`config.mk`:
```
export PLATFORM = sky130hd
export DESIGN_NAME = awm_alarm_weekday_match
export DESIGN_NICKNAME = d
export VERILOG_FILES = /design/src/design/awm_pkg.sv /design/src/design/awm_alarm_weekday_match.sv
export SDC_FILE = /design/constraint.sdc
export NUM_CORES = 1
export LEC_CHECK = 0
export ABC_AREA = 0
export ABC_CLOCK_PERIOD_IN_PS = 4130
export BUFFER_PORTS_ARGS = -buffer_cell sky130_fd_sc_hd__buf_4
export CAP_MARGIN = 15
export CORE_UTILIZATION = 60
export CTS_CLUSTER_SIZE = 10
export DETAILED_ROUTE_END_ITERATION = 7
export PLACE_DENSITY = 0.84
export SYNTH_ARGS = -nofsm -noshare
export SYNTH_HDL_FRONTEND = slang
export SYNTH_SLANG_ARGS = --single-unit
export TNS_END_PERCENT = 10
```
`constraint.sdc`:
```
create_clock -name core_clk_i -period 4.13 [get_ports core_clk_i]
set_clock_uncertainty 0.2 [all_clocks]
set_input_delay 0.6195 -clock core_clk_i [delete_from_list [all_inputs] [get_ports core_clk_i]]
set_output_delay 0.6195 -clock core_clk_i [all_outputs]
set_load 0.005 [all_outputs]
```
`src/design/awm_pkg.sv`:
```
// package for the alarm weekday match block: register map, layouts, carriers
package awm_pkg;
    // internal register addresses (4-bit pointer space)
    localparam logic [3:0] ADDR_A_MIN  = 4'h8;
    localparam logic [3:0] ADDR_A_HOUR = 4'h9;
    localparam logic [3:0] ADDR_A_DAY  = 4'ha;
    localparam logic [3:0] ADDR_B_MIN  = 4'hb;
    localparam logic [3:0] ADDR_B_HOUR = 4'hc;
    localparam logic [3:0] ADDR_B_DAY  = 4'hd;
    // field positions and masks
    localparam int         HOUR_D5_POS = 5;
    localparam logic [7:0] MIN_MASK    = 8'h7f;
    localparam logic [7:0] HOUR_MASK   = 8'h3f;
    localparam logic [7:0] DAY_MASK    = 8'h7f;
    // values after reset or oscillator halt (undefined bits cleared)
    localparam logic [6:0] MIN_RST     = 7'h00;
    localparam logic [5:0] HOUR_RST    = 6'h00;
    localparam logic [6:0] DAY_RST     = 7'h00;
    localparam int         NUM_CH      = 2;

    // one alarm channel's programmed setting
    typedef struct packed {
        logic [6:0] minute;
        logic [5:0] hour;
        logic [6:0] day_enables;
    } awm_alarm_t;

    // current time from the timekeeping counters
    typedef struct packed {
        logic [6:0] minute;
        logic [5:0] hour;
        logic [2:0] weekday_counter;
    } awm_time_t;

    // register write/read port
    typedef struct packed {
        logic       wr_en;
        logic [3:0] addr;
        logic [7:0] wdata;
    } awm_reg_req_t;
endpackage

```
`src/design/awm_alarm_weekday_match.sv`:
```
// alarm weekday match: two alarm channels with minute, hour and weekday compare
`timescale 1ns/100ps
// Function
// - alarm A weekday register at Ah, D7 zero
// - alarm B weekday register at Dh, same layout
// - enable bit n matches weekday counter n
// - all enables zero never fires
// - hour D5 is pm flag or tens
// - midnight 12, noon 32 compare natively
// - oscillator halt clears enables, D7 zero
// - alarm A minute at 8h, D7 zero
// - alarm hours at 9h, Ch, D7-D6 zero
module awm_alarm_weekday_match (
    input  wire logic                  core_clk_i,
    input  wire logic                  reset_i,
    input  wire awm_pkg::awm_reg_req_t reg_req_i,
    output logic [7:0]                 reg_rdata_o,
    input  wire awm_pkg::awm_time_t    cur_time_i,
    input  wire logic                  minute_tick_i,
    input  wire logic                  osc_halt_flag_i,
    output logic [1:0]                 alarm_pulse_o,
    output logic [1:0]                 alarm_match_o
);

    // ------------------------------------------------------------
    // alarm setting registers
    // ------------------------------------------------------------
    awm_pkg::awm_alarm_t alarm_ff     [awm_pkg::NUM_CH];
    awm_pkg::awm_alarm_t nxt_alarm    [awm_pkg::NUM_CH];
    logic [1:0]          pulse_ff;
    logic [1:0]          nxt_pulse;
    logic [7:0]          rdata_ff;
    logic [7:0]          nxt_rdata;
    logic [1:0]          match_w;

    // weekday decode, one-hot over the seven enable bits
    function automatic logic [6:0] day_decode(input logic [2:0] wd);
        day_decode = 7'h00;
        if (wd <= 3'h6)
            day_decode[wd] = 1'b1;
    endfunction

    // halt flag is treated as same-domain logic from the oscillator block;
    // while it is high the settings are held at their undefined-turned-zero values
    always_comb
    begin
        for (int c = 0; c < awm_pkg::NUM_CH; c++)
        begin
            nxt_alarm[c] = alarm_ff[c];
        end
        if (osc_halt_flag_i)
        begin
            for (int c = 0; c < awm_pkg::NUM_CH; c++)
            begin
                nxt_alarm[c] = '{awm_pkg::MIN_RST, awm_pkg::HOUR_RST, awm_pkg::DAY_RST};
            end
        end
        else if (reg_req_i.wr_en)
        begin
            unique case (reg_req_i.addr)
                awm_pkg::ADDR_A_MIN:  nxt_alarm[0].minute      = reg_req_i.wdata[6:0];
                awm_pkg::ADDR_A_HOUR: nxt_alarm[0].hour        = reg_req_i.wdata[5:0];
                awm_pkg::ADDR_A_DAY:  nxt_alarm[0].day_enables = reg_req_i.wdata[6:0];
                awm_pkg::ADDR_B_MIN:  nxt_alarm[1].minute      = reg_req_i.wdata[6:0];
                awm_pkg::ADDR_B_HOUR: nxt_alarm[1].hour        = reg_req_i.wdata[5:0];
                awm_pkg::ADDR_B_DAY:  nxt_alarm[1].day_enables = reg_req_i.wdata[6:0];
                default:              ;
            endcase
        end
    end

    // setting registers; reset gives the same cleared state as a halt,
    // so a channel never fires from leftover settings after power-up
    always_ff @(posedge core_clk_i or posedge reset_i)
    begin
        if (reset_i)
        begin
            for (int c = 0; c < awm_pkg::NUM_CH; c++)
            begin
                alarm_ff[c] <= '{awm_pkg::MIN_RST, awm_pkg::HOUR_RST, awm_pkg::DAY_RST};
            end
        end
        else
        begin
            for (int c = 0; c < awm_pkg::NUM_CH; c++)
            begin
                alarm_ff[c] <= nxt_alarm[c];
            end
        end
    end

    // ------------------------------------------------------------
    // read path, registered; unused bits read zero
    // ------------------------------------------------------------
    always_comb
    begin
        unique case (reg_req_i.addr)
            awm_pkg::ADDR_A_MIN:  nxt_rdata = {1'b0, alarm_ff[0].minute};
            awm_pkg::ADDR_A_HOUR: nxt_rdata = {2'b00, alarm_ff[0].hour};
            awm_pkg::ADDR_A_DAY:  nxt_rdata = {1'b0, alarm_ff[0].day_enables};
            awm_pkg::ADDR_B_MIN:  nxt_rdata = {1'b0, alarm_ff[1].minute};
            awm_pkg::ADDR_B_HOUR: nxt_rdata = {2'b00, alarm_ff[1].hour};
            awm_pkg::ADDR_B_DAY:  nxt_rdata = {1'b0, alarm_ff[1].day_enables};
            default:              nxt_rdata = 8'h00; // other registers live elsewhere
        endcase
    end

    // read data register; costs one cycle of latency but keeps the data port glitch free
    always_ff @(posedge core_clk_i or posedge reset_i)
    begin
        if (reset_i)
        begin
            rdata_ff <= 8'h00;
        end
        else
        begin
            rdata_ff <= nxt_rdata;
        end
    end

    // ------------------------------------------------------------
    // compare, one channel per generate step
    // ------------------------------------------------------------
    // hour is compared as the raw six bits: D5 is the pm flag in 12-hour
    // mode and the upper tens bit in 24-hour mode, and the counter uses the
    // same coding (12 midnight, 32 noon), so no mode logic is needed here
    generate
        for (genvar c = 0; c < awm_pkg::NUM_CH; c++)
        begin : g_ch
            assign match_w[c] = |(alarm_ff[c].day_enables & day_decode(cur_time_i.weekday_counter))
                                && (alarm_ff[c].hour == cur_time_i.hour)
                                && (alarm_ff[c].minute == cur_time_i.minute);
        end
    endgenerate

    // one pulse per channel per minute update, only when settings are valid
    always_comb
    begin
        nxt_pulse = minute_tick_i && !osc_halt_flag_i ? match_w : 2'b00;
    end

    // pulse register; cleared on reset so no false pulse follows it
    always_ff @(posedge core_clk_i or posedge reset_i)
    begin
        if (reset_i)
        begin
            pulse_ff <= 2'b00;
        end
        else
        begin
            pulse_ff <= nxt_pulse;
        end
    end

    assign alarm_pulse_o = pulse_ff;
    assign reg_rdata_o   = rdata_ff;
    assign alarm_match_o = match_w;

    // ------------------------------------------------------------
    // assertions
    // ------------------------------------------------------------
    day_a_readzero_a: assert property (@(posedge core_clk_i) disable iff (reset_i)
        (reg_req_i.addr == awm_pkg::ADDR_A_DAY) |=> (reg_rdata_o[7] == 1'b0))
        else $error("alarm A weekday D7 not zero");
    day_b_write_a: assert property (@(posedge core_clk_i) disable iff (reset_i)
        (reg_req_i.wr_en && reg_req_i.addr == awm_pkg::ADDR_B_DAY && !osc_halt_flag_i)
        |=> (alarm_ff[1].day_enables == $past(reg_req_i.wdata[6:0])))
        else $error("alarm B weekday write lost");
    day_bit_match_a: assert property (@(posedge core_clk_i) disable iff (reset_i)
        match_w[0] |-> alarm_ff[0].day_enables[cur_time_i.weekday_counter] && cur_time_i.weekday_counter != 3'h7)
        else $error("match on disabled day");
    no_day_quiet_a: assert property (@(posedge core_clk_i) disable iff (reset_i)
        (alarm_ff[1].day_enables == 7'h00) |=> !alarm_pulse_o[1])
        else $error("pulse with all days disabled");
    hour_raw_cmp_a: assert property (@(posedge core_clk_i) disable iff (reset_i)
        alarm_pulse_o[0] |-> $past(alarm_ff[0].hour) == $past(cur_time_i.hour))
        else $error("pulse with hour mismatch");
    halt_clear_a: assert property (@(posedge core_clk_i) disable iff (reset_i)
        osc_halt_flag_i |=> (alarm_ff[0].day_enables == 7'h00 && alarm_ff[1].day_enables == 7'h00))
        else $error("halt did not clear enables");
    hour_readzero_a: assert property (@(posedge core_clk_i) disable iff (reset_i)
        (reg_req_i.addr == awm_pkg::ADDR_B_HOUR) |=> (reg_rdata_o[7:6] == 2'b00))
        else $error("hour D7-D6 not zero");
    min_readzero_a: assert property (@(posedge core_clk_i) disable iff (reset_i)
        (reg_req_i.addr == awm_pkg::ADDR_A_MIN) |=> (reg_rdata_o[7] == 1'b0))
        else $error("minute D7 not zero");
    tick_pulse_a: assert property (@(posedge core_clk_i) disable iff (reset_i)
        (minute_tick_i && !osc_halt_flag_i && match_w[0]) |=> alarm_pulse_o[0])
        else $error("missing alarm pulse");
    pulse_gate_a: assert property (@(posedge core_clk_i) disable iff (reset_i)
        alarm_pulse_o[1] |-> $past(minute_tick_i) && $past(match_w[1]))
        else $error("pulse without tick and match");

    // channel a write and quiet, channel b and halt checks
    day_a_write_a: assert property (@(posedge core_clk_i) disable iff (reset_i)
        (reg_req_i.wr_en && reg_req_i.addr == awm_pkg::ADDR_A_DAY && !osc_halt_flag_i)
        |=> (alarm_ff[0].day_enables == $past(reg_req_i.wdata[6:0])))
        else $error("alarm A weekday write lost");
    day_b_readzero_a: assert property (@(posedge core_clk_i) disable iff (reset_i)
        (reg_req_i.addr == awm_pkg::ADDR_B_DAY) |=> (reg_rdata_o[7] == 1'b0))
        else $error("alarm B weekday D7 not zero");
    day_b_match_a: assert property (@(posedge core_clk_i) disable iff (reset_i)
        match_w[1] |-> alarm_ff[1].day_enables[cur_time_i.weekday_counter] && cur_time_i.weekday_counter != 3'h7)
        else $error("channel B match on disabled day");
    hour_b_cmp_a: assert property (@(posedge core_clk_i) disable iff (reset_i)
        alarm_pulse_o[1] |-> $past(alarm_ff[1].hour) == $past(cur_time_i.hour))
        else $error("channel B pulse with hour mismatch");
    halt_no_pulse_a: assert property (@(posedge core_clk_i) disable iff (reset_i)
        osc_halt_flag_i |=> (alarm_pulse_o == 2'b00))
        else $error("pulse while oscillator halted");
    day_a_quiet_a: assert property (@(posedge core_clk_i) disable iff (reset_i)
        (alarm_ff[0].day_enables == 7'h00) |=> !alarm_pulse_o[0])
        else $error("channel A pulse with all days disabled");

    pulse_a_c: cover property (@(posedge core_clk_i) disable iff (reset_i) alarm_pulse_o[0]);
    pulse_b_c: cover property (@(posedge core_clk_i) disable iff (reset_i) alarm_pulse_o[1]);
    both_c:    cover property (@(posedge core_clk_i) disable iff (reset_i) alarm_pulse_o == 2'b11);
    halt_c:    cover property (@(posedge core_clk_i) disable iff (reset_i) osc_halt_flag_i ##1 !osc_halt_flag_i);
    held_c:    cover property (@(posedge core_clk_i) disable iff (reset_i) alarm_match_o[0] && !minute_tick_i);

endmodule

```
After elaboration in Yosys (flattened, before gate mapping)

Index checks and enable logic that the tools add are counted.

Magnitude comparators: 3
Mux-type cells: 13
Reduce and logical (&&, ||, !) cells: 22
Equal/unequal tests: 10
Bitwise logic cells: 2

Operators by type and width:

| cell                                                                                 | number |
|---|---|
| 40-bit two-way mux                                                                   | 2 |
| 7-bit case mux with 6 select lines                                                   | 1 |
| 7-bit two-way mux                                                                    | 5 |
| 4-bit == test (second input constant)                                                | 6 |
| 7-bit bitwise AND                                                                    | 2 |
| 7-bit == test                                                                        | 2 |
| 2-bit nonzero test                                                                   | 7 |
| 7-bit OR reduction                                                                   | 2 |
| 6-bit == test                                                                        | 2 |
| 6-bit two-way mux                                                                    | 2 |
| 2-bit AND reduction                                                                  | 6 |
| 1-bit logical AND                                                                    | 6 |
| 3-bit by 4-bit < comparator with 1-bit output (second input constant)                | 1 |
| 1-bit demux with 3-bit select                                                        | 1 |
| 3-bit by 1-bit greater-or-equal comparator with 1-bit output (second input constant) | 1 |
| 3-bit <= comparator (second input constant)                                          | 1 |
| 2-bit two-way mux                                                                    | 1 |
| 1-bit logical NOT                                                                    | 1 |
| 1-bit two-way mux                                                                    | 1 |

Flip-flop bits (word level): 50
Output and inout port bits: 12
Logic and storage cells: 58

Depth between registers and ports, before layout

Gate-level depths: netlist of run 1.

Depth after elaboration: 10
Depth in mapped cells: 6

Worst setup path before layout of run 1

OpenSTA, ideal clock, no wires.

Path type: input port to output port
Start: in cur_time_i[0] in the netlist's numbering
End: out alarm_match_o[1]
Setup slack: 1.862 ns
Data required time: 3.310 ns
Arrival time: 1.449 ns
Stages: 4
Path through: mux4_1 > nor2_1 > nor4_1 > and3_2

Cells in the longest elaborated chain, start to end: 9
Elaborated cells between the ends (all ways): 11
Classes of those cells: order compare (3); mux (3); bitwise (1); reduce/logical (4)

Ends and longest elaborated chain:

| item                                                                                                                                                       | RTL line                       | text |
|---|---|---|
| start, declared                                                                                                                                            | awm_alarm_weekday_match.sv:18  | `input wire awm_pkg::awm_time_t cur_time_i,` |
| 3-bit by 4-bit < comparator with 1-bit output (implied by the code) / 3-bit by 1-bit greater-or-equal comparator with 1-bit output (equally long branches) | awm_alarm_weekday_match.sv:40  | `day_decode[wd] = 1'b1;` |
| 1-bit logical AND (implied by the code)                                                                                                                    | awm_alarm_weekday_match.sv:40  |  |
| 1-bit two-way mux (implied by the code)                                                                                                                    | awm_alarm_weekday_match.sv:40  |  |
| 1-bit demux with 3-bit select                                                                                                                              | awm_alarm_weekday_match.sv:40  |  |
| 7-bit two-way mux (*)                                                                                                                                      | awm_alarm_weekday_match.sv:39  | `if (wd <= 3'h6)` |
| 7-bit bitwise AND (*)                                                                                                                                      | awm_alarm_weekday_match.sv:130 | `assign match_w[c] = \|(alarm_ff[c].day_enables & day_decode(cur_time_i.weekday_counter))` |
| 7-bit OR reduction (*)                                                                                                                                     | awm_alarm_weekday_match.sv:130 |  |
| 1-bit logical AND (*)                                                                                                                                      | awm_alarm_weekday_match.sv:131 | `&& (alarm_ff[c].hour == cur_time_i.hour)` |
| 1-bit logical AND (*)                                                                                                                                      | awm_alarm_weekday_match.sv:132 | `&& (alarm_ff[c].minute == cur_time_i.minute);` |
| end, declared                                                                                                                                              | awm_alarm_weekday_match.sv:22  | `output logic [1:0] alarm_match_o` |

Mark *: on every way between the ends. The rest lies on a longest branch, timed or not.

Worst setup path after layout of run 1

Same ends and word-level chain as after synthesis.

==> impl_metrics.env, run 1 <==
export IMPL_setup_viol_count_final=0
export IMPL_finalSetupTns_ns=0
export IMPL_dr_first_iter_drc_count=295
export IMPL_critPathMaxStageDelay_ns=0.35
export IMPL_cts_hold_buf=0
export IMPL_crit_path_frequent_cell="buf_4"
export IMPL_worst_setup_path_type="input port to output pin"
export IMPL_cp_top_family="simple AND/OR/NAND/NOR gates"
export IMPL_wl_per_cell_microns=19.7
export IMPL_post_dp_hpwl_microns=5060
export IMPL_min_path_type="input port to asynchronous set/reset pin"
export IMPL_worstPathRequired_ns=3.31
export IMPL_path_cells="buf_4 -> mux4_1 -> nor2_1 -> nor4_1 -> and3_2 -> buf_4"
export IMPL_place_congestion=0.890
export IMPL_row_count=23
export IMPL_clkSinkCount=49
export IMPL_viasPerCell=6.42
export IMPL_slew_headroom_pct=32.3
export IMPL_status="completed"
export IMPL_synthesis_area_sq_um=2660
export IMPL_numCtsBuffers=5
export IMPL_crit_arrival_ns=1.82
export IMPL_path_max_fanout=5
export IMPL_syn_avg_cell_area_sq_um=9.80
export IMPL_drc_errors=0
export IMPL_clockRootBuffer="clkbuf_8"
export IMPL_dieArea_sq_um=4700
export IMPL_final_antenna_net_count=0
export IMPL_cts_repair_resized=0
export IMPL_n_antenna_cell=0
export IMPL_core_sq_um=4120
export IMPL_reg2reg_depth=4
export IMPL_drive_above_1_share_pct=18.0
export IMPL_rsz0062_at_grt="no"
export IMPL_path_buf_inv=2
export IMPL_syn_nets=304
export IMPL_cap_violations=0
export IMPL_rrSetupSlack_ns=2.55
export IMPL_hold_viol=0
export IMPL_ios=45
export IMPL_dp_cells=347
export IMPL_clk_pin_slew_ns=0.09
export IMPL_fmax_mhz=379
export IMPL_period_share_pct=63.9
export IMPL_p_per_area_nw_per_um2=310
export IMPL_wl_microns=7000
export IMPL_antenna_found_initial=0
export IMPL_nNetsFinal=337
export IMPL_grt_util_all_layers_pct=33.4
export IMPL_peakVddDrop_v=0.000239
export IMPL_synth_cells=271
export IMPL_critPathSlowestCell="nor4_1"
export IMPL_cts_tree="yes"
export IMPL_synth_distinct_cells=34
export IMPL_maxSlewViolCount=0
export IMPL_grt_pass1_wl_microns=11000
export IMPL_grt_max_degree=50
export IMPL_p_leak_nw=1.42
export IMPL_htreeDepth=2
export IMPL_gr_total_overflow=0
export IMPL_synth_seq_area_share_pct=46.2
export IMPL_yosysWarnings=0
export IMPL_start_util_pct=64.5
export IMPL_dieWidth_microns=68.5
export IMPL_die_y_microns=68.5
export IMPL_grt_pass1_vias=2150
export IMPL_r2r_end="alarm_pulse_o[0]$_DFF_PP0_"
export IMPL_clock_tree_buffer_depth=2
export IMPL_end_kind="output pin"
export IMPL_start_kind="input port"
export IMPL_clkLatencyLatePin_ns=0.30
export IMPL_layout_min_cycle_time_ns=2.64
export IMPL_final_cells=355
export IMPL_r2r_start="alarm_ff[22]$_DFFE_PP0P_"
export IMPL_cts_setup_buffers=0
export IMPL_worst_slew_pin_slew_ns=1.01
export IMPL_port_buffer_count=42
export IMPL_fill_cells=300
export IMPL_vias=2278
export IMPL_area_delta_synth_final_pct=15.7
export IMPL_ys_seq_elements=49
export IMPL_first_pass_iters=5
==> worst reg2reg max path, delay by kind of cell (launching register included) <==
family | cells | cell delay [ns]
mux | 1 | 0.52
simple gates | 3 | 0.35
flops | 1 | 0.41
==> final cells by class <==
class	count	area, sq um	area share (%)
Sequential cell	49	1230	39.9
Tap cell	50	62.6	2.04
Clock inverter	1	30.0	0.977
Clock buffer	7	86.3	2.81
Inverter	4	15.0	0.488
Timing Repair Buffer	42	315	10.3
Multi-Input combinational cell	202	1340	43.5
==> how the worst max path moves through the flow <==
stage	start	end	slack, ns	cells past startpoint
after floorplan	cur_time_i[0]	alarm_match_o[1]	1.86	4
after global placement	cur_time_i[1]	alarm_match_o[0]	1.54	6
after detailed placement	cur_time_i[0]	alarm_match_o[1]	1.50	6
after CTS	cur_time_i[0]	alarm_match_o[1]	1.50	6
after global routing	cur_time_i[0]	alarm_match_o[1]	1.45	6
final	cur_time_i[0]	alarm_match_o[1]	1.49	6
==> metrics by stage <==
stage          util, %  instance area (sq um)  total power, W  setup slack [ns]  hold WS (ns)
2_1_floorplan        -                   2660        0.000557              1.86         0.286
3_3_place_gp      71.9                   2960        0.000606              1.54         0.325
3_5_place_dp      71.9                   2960        0.000608              1.50         0.344
4_1_cts           74.7                   3070        0.000956              1.50         0.356
5_1_grt           74.7                   3070        0.000987              1.45         0.372
6_report          74.7                   3070        0.000954              1.49         0.359
==> registers in the layout (all words and copies together) (netlist names) <==
name	cells
alarm_ff	40
reg_rdata_o	7
alarm_pulse_o	2
==> layout by cell type, fill, tap and decap left out, drive strengths merged, types with 4 or more instances in the layout <==
master and instances:
dfrtp 49, buf 42, nand2 33, a21oi 28, mux2i 22, xnor2 22
nor2 21, nand3 18, o21ai 16, clkbuf 7, mux4 5, xor2 4
nand4 4, inv 4
==> report_power, final <==
part	total [W]	internal, W	leakage, nW	switching (W)
Sequential	0.000490	0.000484	0.682	0.00000521
Combinational	0.000110	0.0000447	0.675	0.0000658
Clock	0.000354	0.000198	0.0585	0.000157
==> synthesized netlist by cell type, drive strengths merged <==
master,count,area [sq um]
and4,2,17.5
and4b,1,10.0
xor2,4,35.0
or3,1,6.26
nor2,21,78.8
and3,2,13.8
o21ai,16,80.1
conb,1,3.75
o21a,1,7.51
nor2b,1,6.26
o221ai,2,17.5
buf,9,50.0
nand2b,3,18.8
a221o,3,30.0
nand3,18,90.1
mux4,5,120
nor4,2,12.5
nand3b,2,27.5
a21oi,28,140
dfrtp,49,1230
mux2i,22,220
xnor2,22,193
o22ai,3,18.8
clkbuf,7,26.3
nor3b,1,7.51
a22oi,3,22.5
and4bb,1,12.5
nand2,33,124
inv,4,15.0
nand4,4,25.0
==> metal layers <==
layer  part of all wire (%)  vias up  GRT usage [%]
met4                    3.4        0           14.3
met1                     41     1090           44.3
li1                       -     1029              -
met2                     47      134           52.2
met5                      0        -              0
met3                    8.1       25           7.89
==> logic make-up after synthesis <==
kind of cell | after synthesis | share of synthesized area [%]
other cells | 1 | 0.141
mux | 27 | 12.8
flops | 49 | 46.2
buf+inv | 20 | 3.44
compound gates | 56 | 11.9
xor+xnor | 26 | 8.57
simple gates | 92 | 17.0
Power figures use the tool's default switching activity.
==> run 2: changes to the inputs <==
- ABC_CLOCK_PERIOD_IN_PS: 4130 -> 2590
- CORE_UTILIZATION: 60 -> 56
- PLACE_DENSITY: 0.84 -> 0.8
- clock period: 4.13 -> 2.59 ns (I/O delays scaled with it)
==> run 2 against run 1 <==
The flow now finishes with violations (DRC). Sequential power grew 59%. Global-route usage shrank 3.7 points. Worst setup slack worse by 1.2 ns. Critical path depth down 1. Flip-flop and latch count unchanged. Hold slack got worse by 0.34 ns. Total power rose by 46%. Clock power up 24%. Clock-buffer cell count shrank 1. Sequential share of layout area grew 0.11 points. Non-clock buffer count up 3. Combinational power grew 62%. Critical path type is now flop to output pin. Highest routed layer unchanged.
==> impl_metrics.env, run 2 (synthesized netlist as in run 1, its figures left out) <==
export IMPL_vias=2228
export IMPL_path_cells="xnor2_1 -> nand3_1 -> nor4_1 -> and3_2 -> buf_4"
export IMPL_top_register="alarm_ff"
export IMPL_gr_total_overflow=0
export IMPL_grt_max_degree=50
export IMPL_maxSlewViolCount=0
export IMPL_dr_first_iter_drc_count=196
export IMPL_first_pass_iters=7
export IMPL_start_kind="flop"
export IMPL_cts_tree="yes"
export IMPL_core_sq_um=4440
export IMPL_placed_cell_area_sq_um=2980
export IMPL_wl_per_cell_microns=19.1
export IMPL_clkLatencyLatePin_ns=0.31
export IMPL_area_delta_synth_final_pct=15.4
export IMPL_htreeDepth=2
export IMPL_viasPerCell=6.19
export IMPL_final_antenna_net_count=0
export IMPL_port_buffer_count=42
export IMPL_worst_slew_pin_slew_ns=0.623
export IMPL_p_per_area_nw_per_um2=456
export IMPL_grt_pass1_wl_microns=11100
export IMPL_stdcell_area_sq_um=3070
export IMPL_finalSetupTns_ns=0
export IMPL_row_count=24
export IMPL_clock_tree_buffer_depth=2
export IMPL_post_dp_hpwl_microns=5030
export IMPL_start_util_pct=59.8
export IMPL_largest_reg_flops=40
export IMPL_layout_min_cycle_time_ns=2.32
export IMPL_clockRootBuffer="clkbuf_8"
export IMPL_nNetsFinal=340
export IMPL_grt_pass1_vias=2213
export IMPL_worst_setup_path_type="flop to output pin"
export IMPL_grt_util_all_layers_pct=29.7
export IMPL_place_congestion=0.856
export IMPL_slew_headroom_pct=58.4
export IMPL_drc_errors=6
export IMPL_final_common_cell="dfrtp_1"
export IMPL_hold_viol=0
export IMPL_critPathSlowestCell="dfrtp_1"
export IMPL_final_cell_mix="dfrtp_1, buf_4, nand2_1, a21oi_1"
export IMPL_drive_above_1_share_pct=18.8
export IMPL_violations="DRC"
export IMPL_peakVddDrop_v=0.000315
export IMPL_n_antenna_cell=0
export IMPL_p_leak_nw=1.42
export IMPL_fmax_mhz=431
export IMPL_cts_repair_resized=0
export IMPL_die_y_microns=70.9
export IMPL_dieWidth_microns=70.9
export IMPL_clk_pin_slew_ns=0.09
export IMPL_worstPathRequired_ns=2.00
export IMPL_status="finished, violations left"
export IMPL_ios=45
export IMPL_dieArea_sq_um=5020
export IMPL_min_path_type="input port to asynchronous set/reset pin"
export IMPL_numCtsBuffers=5
export IMPL_crit_arrival_ns=1.73
export IMPL_wl_microns=6860
export IMPL_setup_viol_count_final=0
export IMPL_path_max_fanout=3
export IMPL_critPathMaxStageDelay_ns=0.43
export IMPL_cts_hold_buf=0
export IMPL_antenna_found_initial=0
export IMPL_end_kind="output pin"
export IMPL_rsz0062_at_grt="no"
export IMPL_clkSinkCount=49
export IMPL_period_share_pct=89.6
export IMPL_cap_violations=0
export IMPL_cts_setup_buffers=0
## run 2: cell types whose count changed in the layout (fill, tap and decap cells not counted)
| cell | previous run | this run |
|---|---|---|
| clkbuf_8 | 6 | 5 |
| clkinv_2 | 0 | 2 |
| buf_4 | 42 | 45 |
| bufinv_16 | 1 | 0 |
## run 2: metal layers
layer | routed length, microns | track usage, %
met4 | 188 | 12.9
met5 | 0 | 0
met3 | 593 | 5.13
met2 | 3230 | 46.7
met1 | 2850 | 40.9
## run 2: path summary, 6_finish.rpt
check | slack [ns] | cells after the start | end | startpoint
setup / recovery | 0.27 | 5 | alarm_match_o[1] | alarm_ff[18]$_DFFE_PP0P_
hold / removal | 0.02 | 3 | alarm_ff[34]$_DFFE_PP0P_ | reset_i
setup reg to reg | 1.01 | 4 | alarm_pulse_o[1]$_DFF_PP0_ | alarm_ff[18]$_DFFE_PP0P_
hold reg to reg | 0.33 | 2 | reg_rdata_o[2]$_DFF_PP0_ | alarm_ff[22]$_DFFE_PP0P_
max in group asynchronous | 1.72 | 3 | alarm_ff[5]$_DFFE_PP0P_ | reset_i
min in group core_clk_i | 0.17 | 3 | alarm_ff[1]$_DFFE_PP0P_ | reg_req_i[1]
## run 2: stage by stage
| stage | total power [W] | std cells | util (%) | hold slack [ns] | setup WS (ns) |
|---|---|---|---|---|---|
| finish | 0.00140 | 360 | 69.0 | 0.0238 | 0.270 |
| global route | 0.00145 | 360 | 69.0 | 0.0877 | 0.199 |
| CTS | 0.00140 | 360 | 69.0 | 0.0675 | 0.305 |
| detailed placement | 0.000972 | 352 | 67.1 | 0.310 | 0.443 |
| global placement | 0.000969 | 352 | 67.1 | 0.313 | 0.489 |
| floorplan | 0.000888 | 271 | - | 0.286 | 0.784 |
## run 2: cell type report
cell class	count	area, sq um
clock buffers	6	72.6
clock inverters	2	10.0
fillers	372	1380
inverters	4	15.0
multi-input cells	202	1340
flip-flops and latches	49	1230
well taps	52	65.1
repair buffers	45	338
## run 2: report_power, final
group,internal (W),switching (W)
Clock,0.000188,0.000251
Combinational,0.0000733,0.000105
Sequential,0.000772,0.00000830
## run 2: critical path, delay by kind of cell, from the launching register on
family	cells	cell delay (ns)
XOR/XNOR	1	0.18
buffers and inverters	1	0.10
AND/OR/NAND/NOR	3	0.72
flip-flops	1	0.43
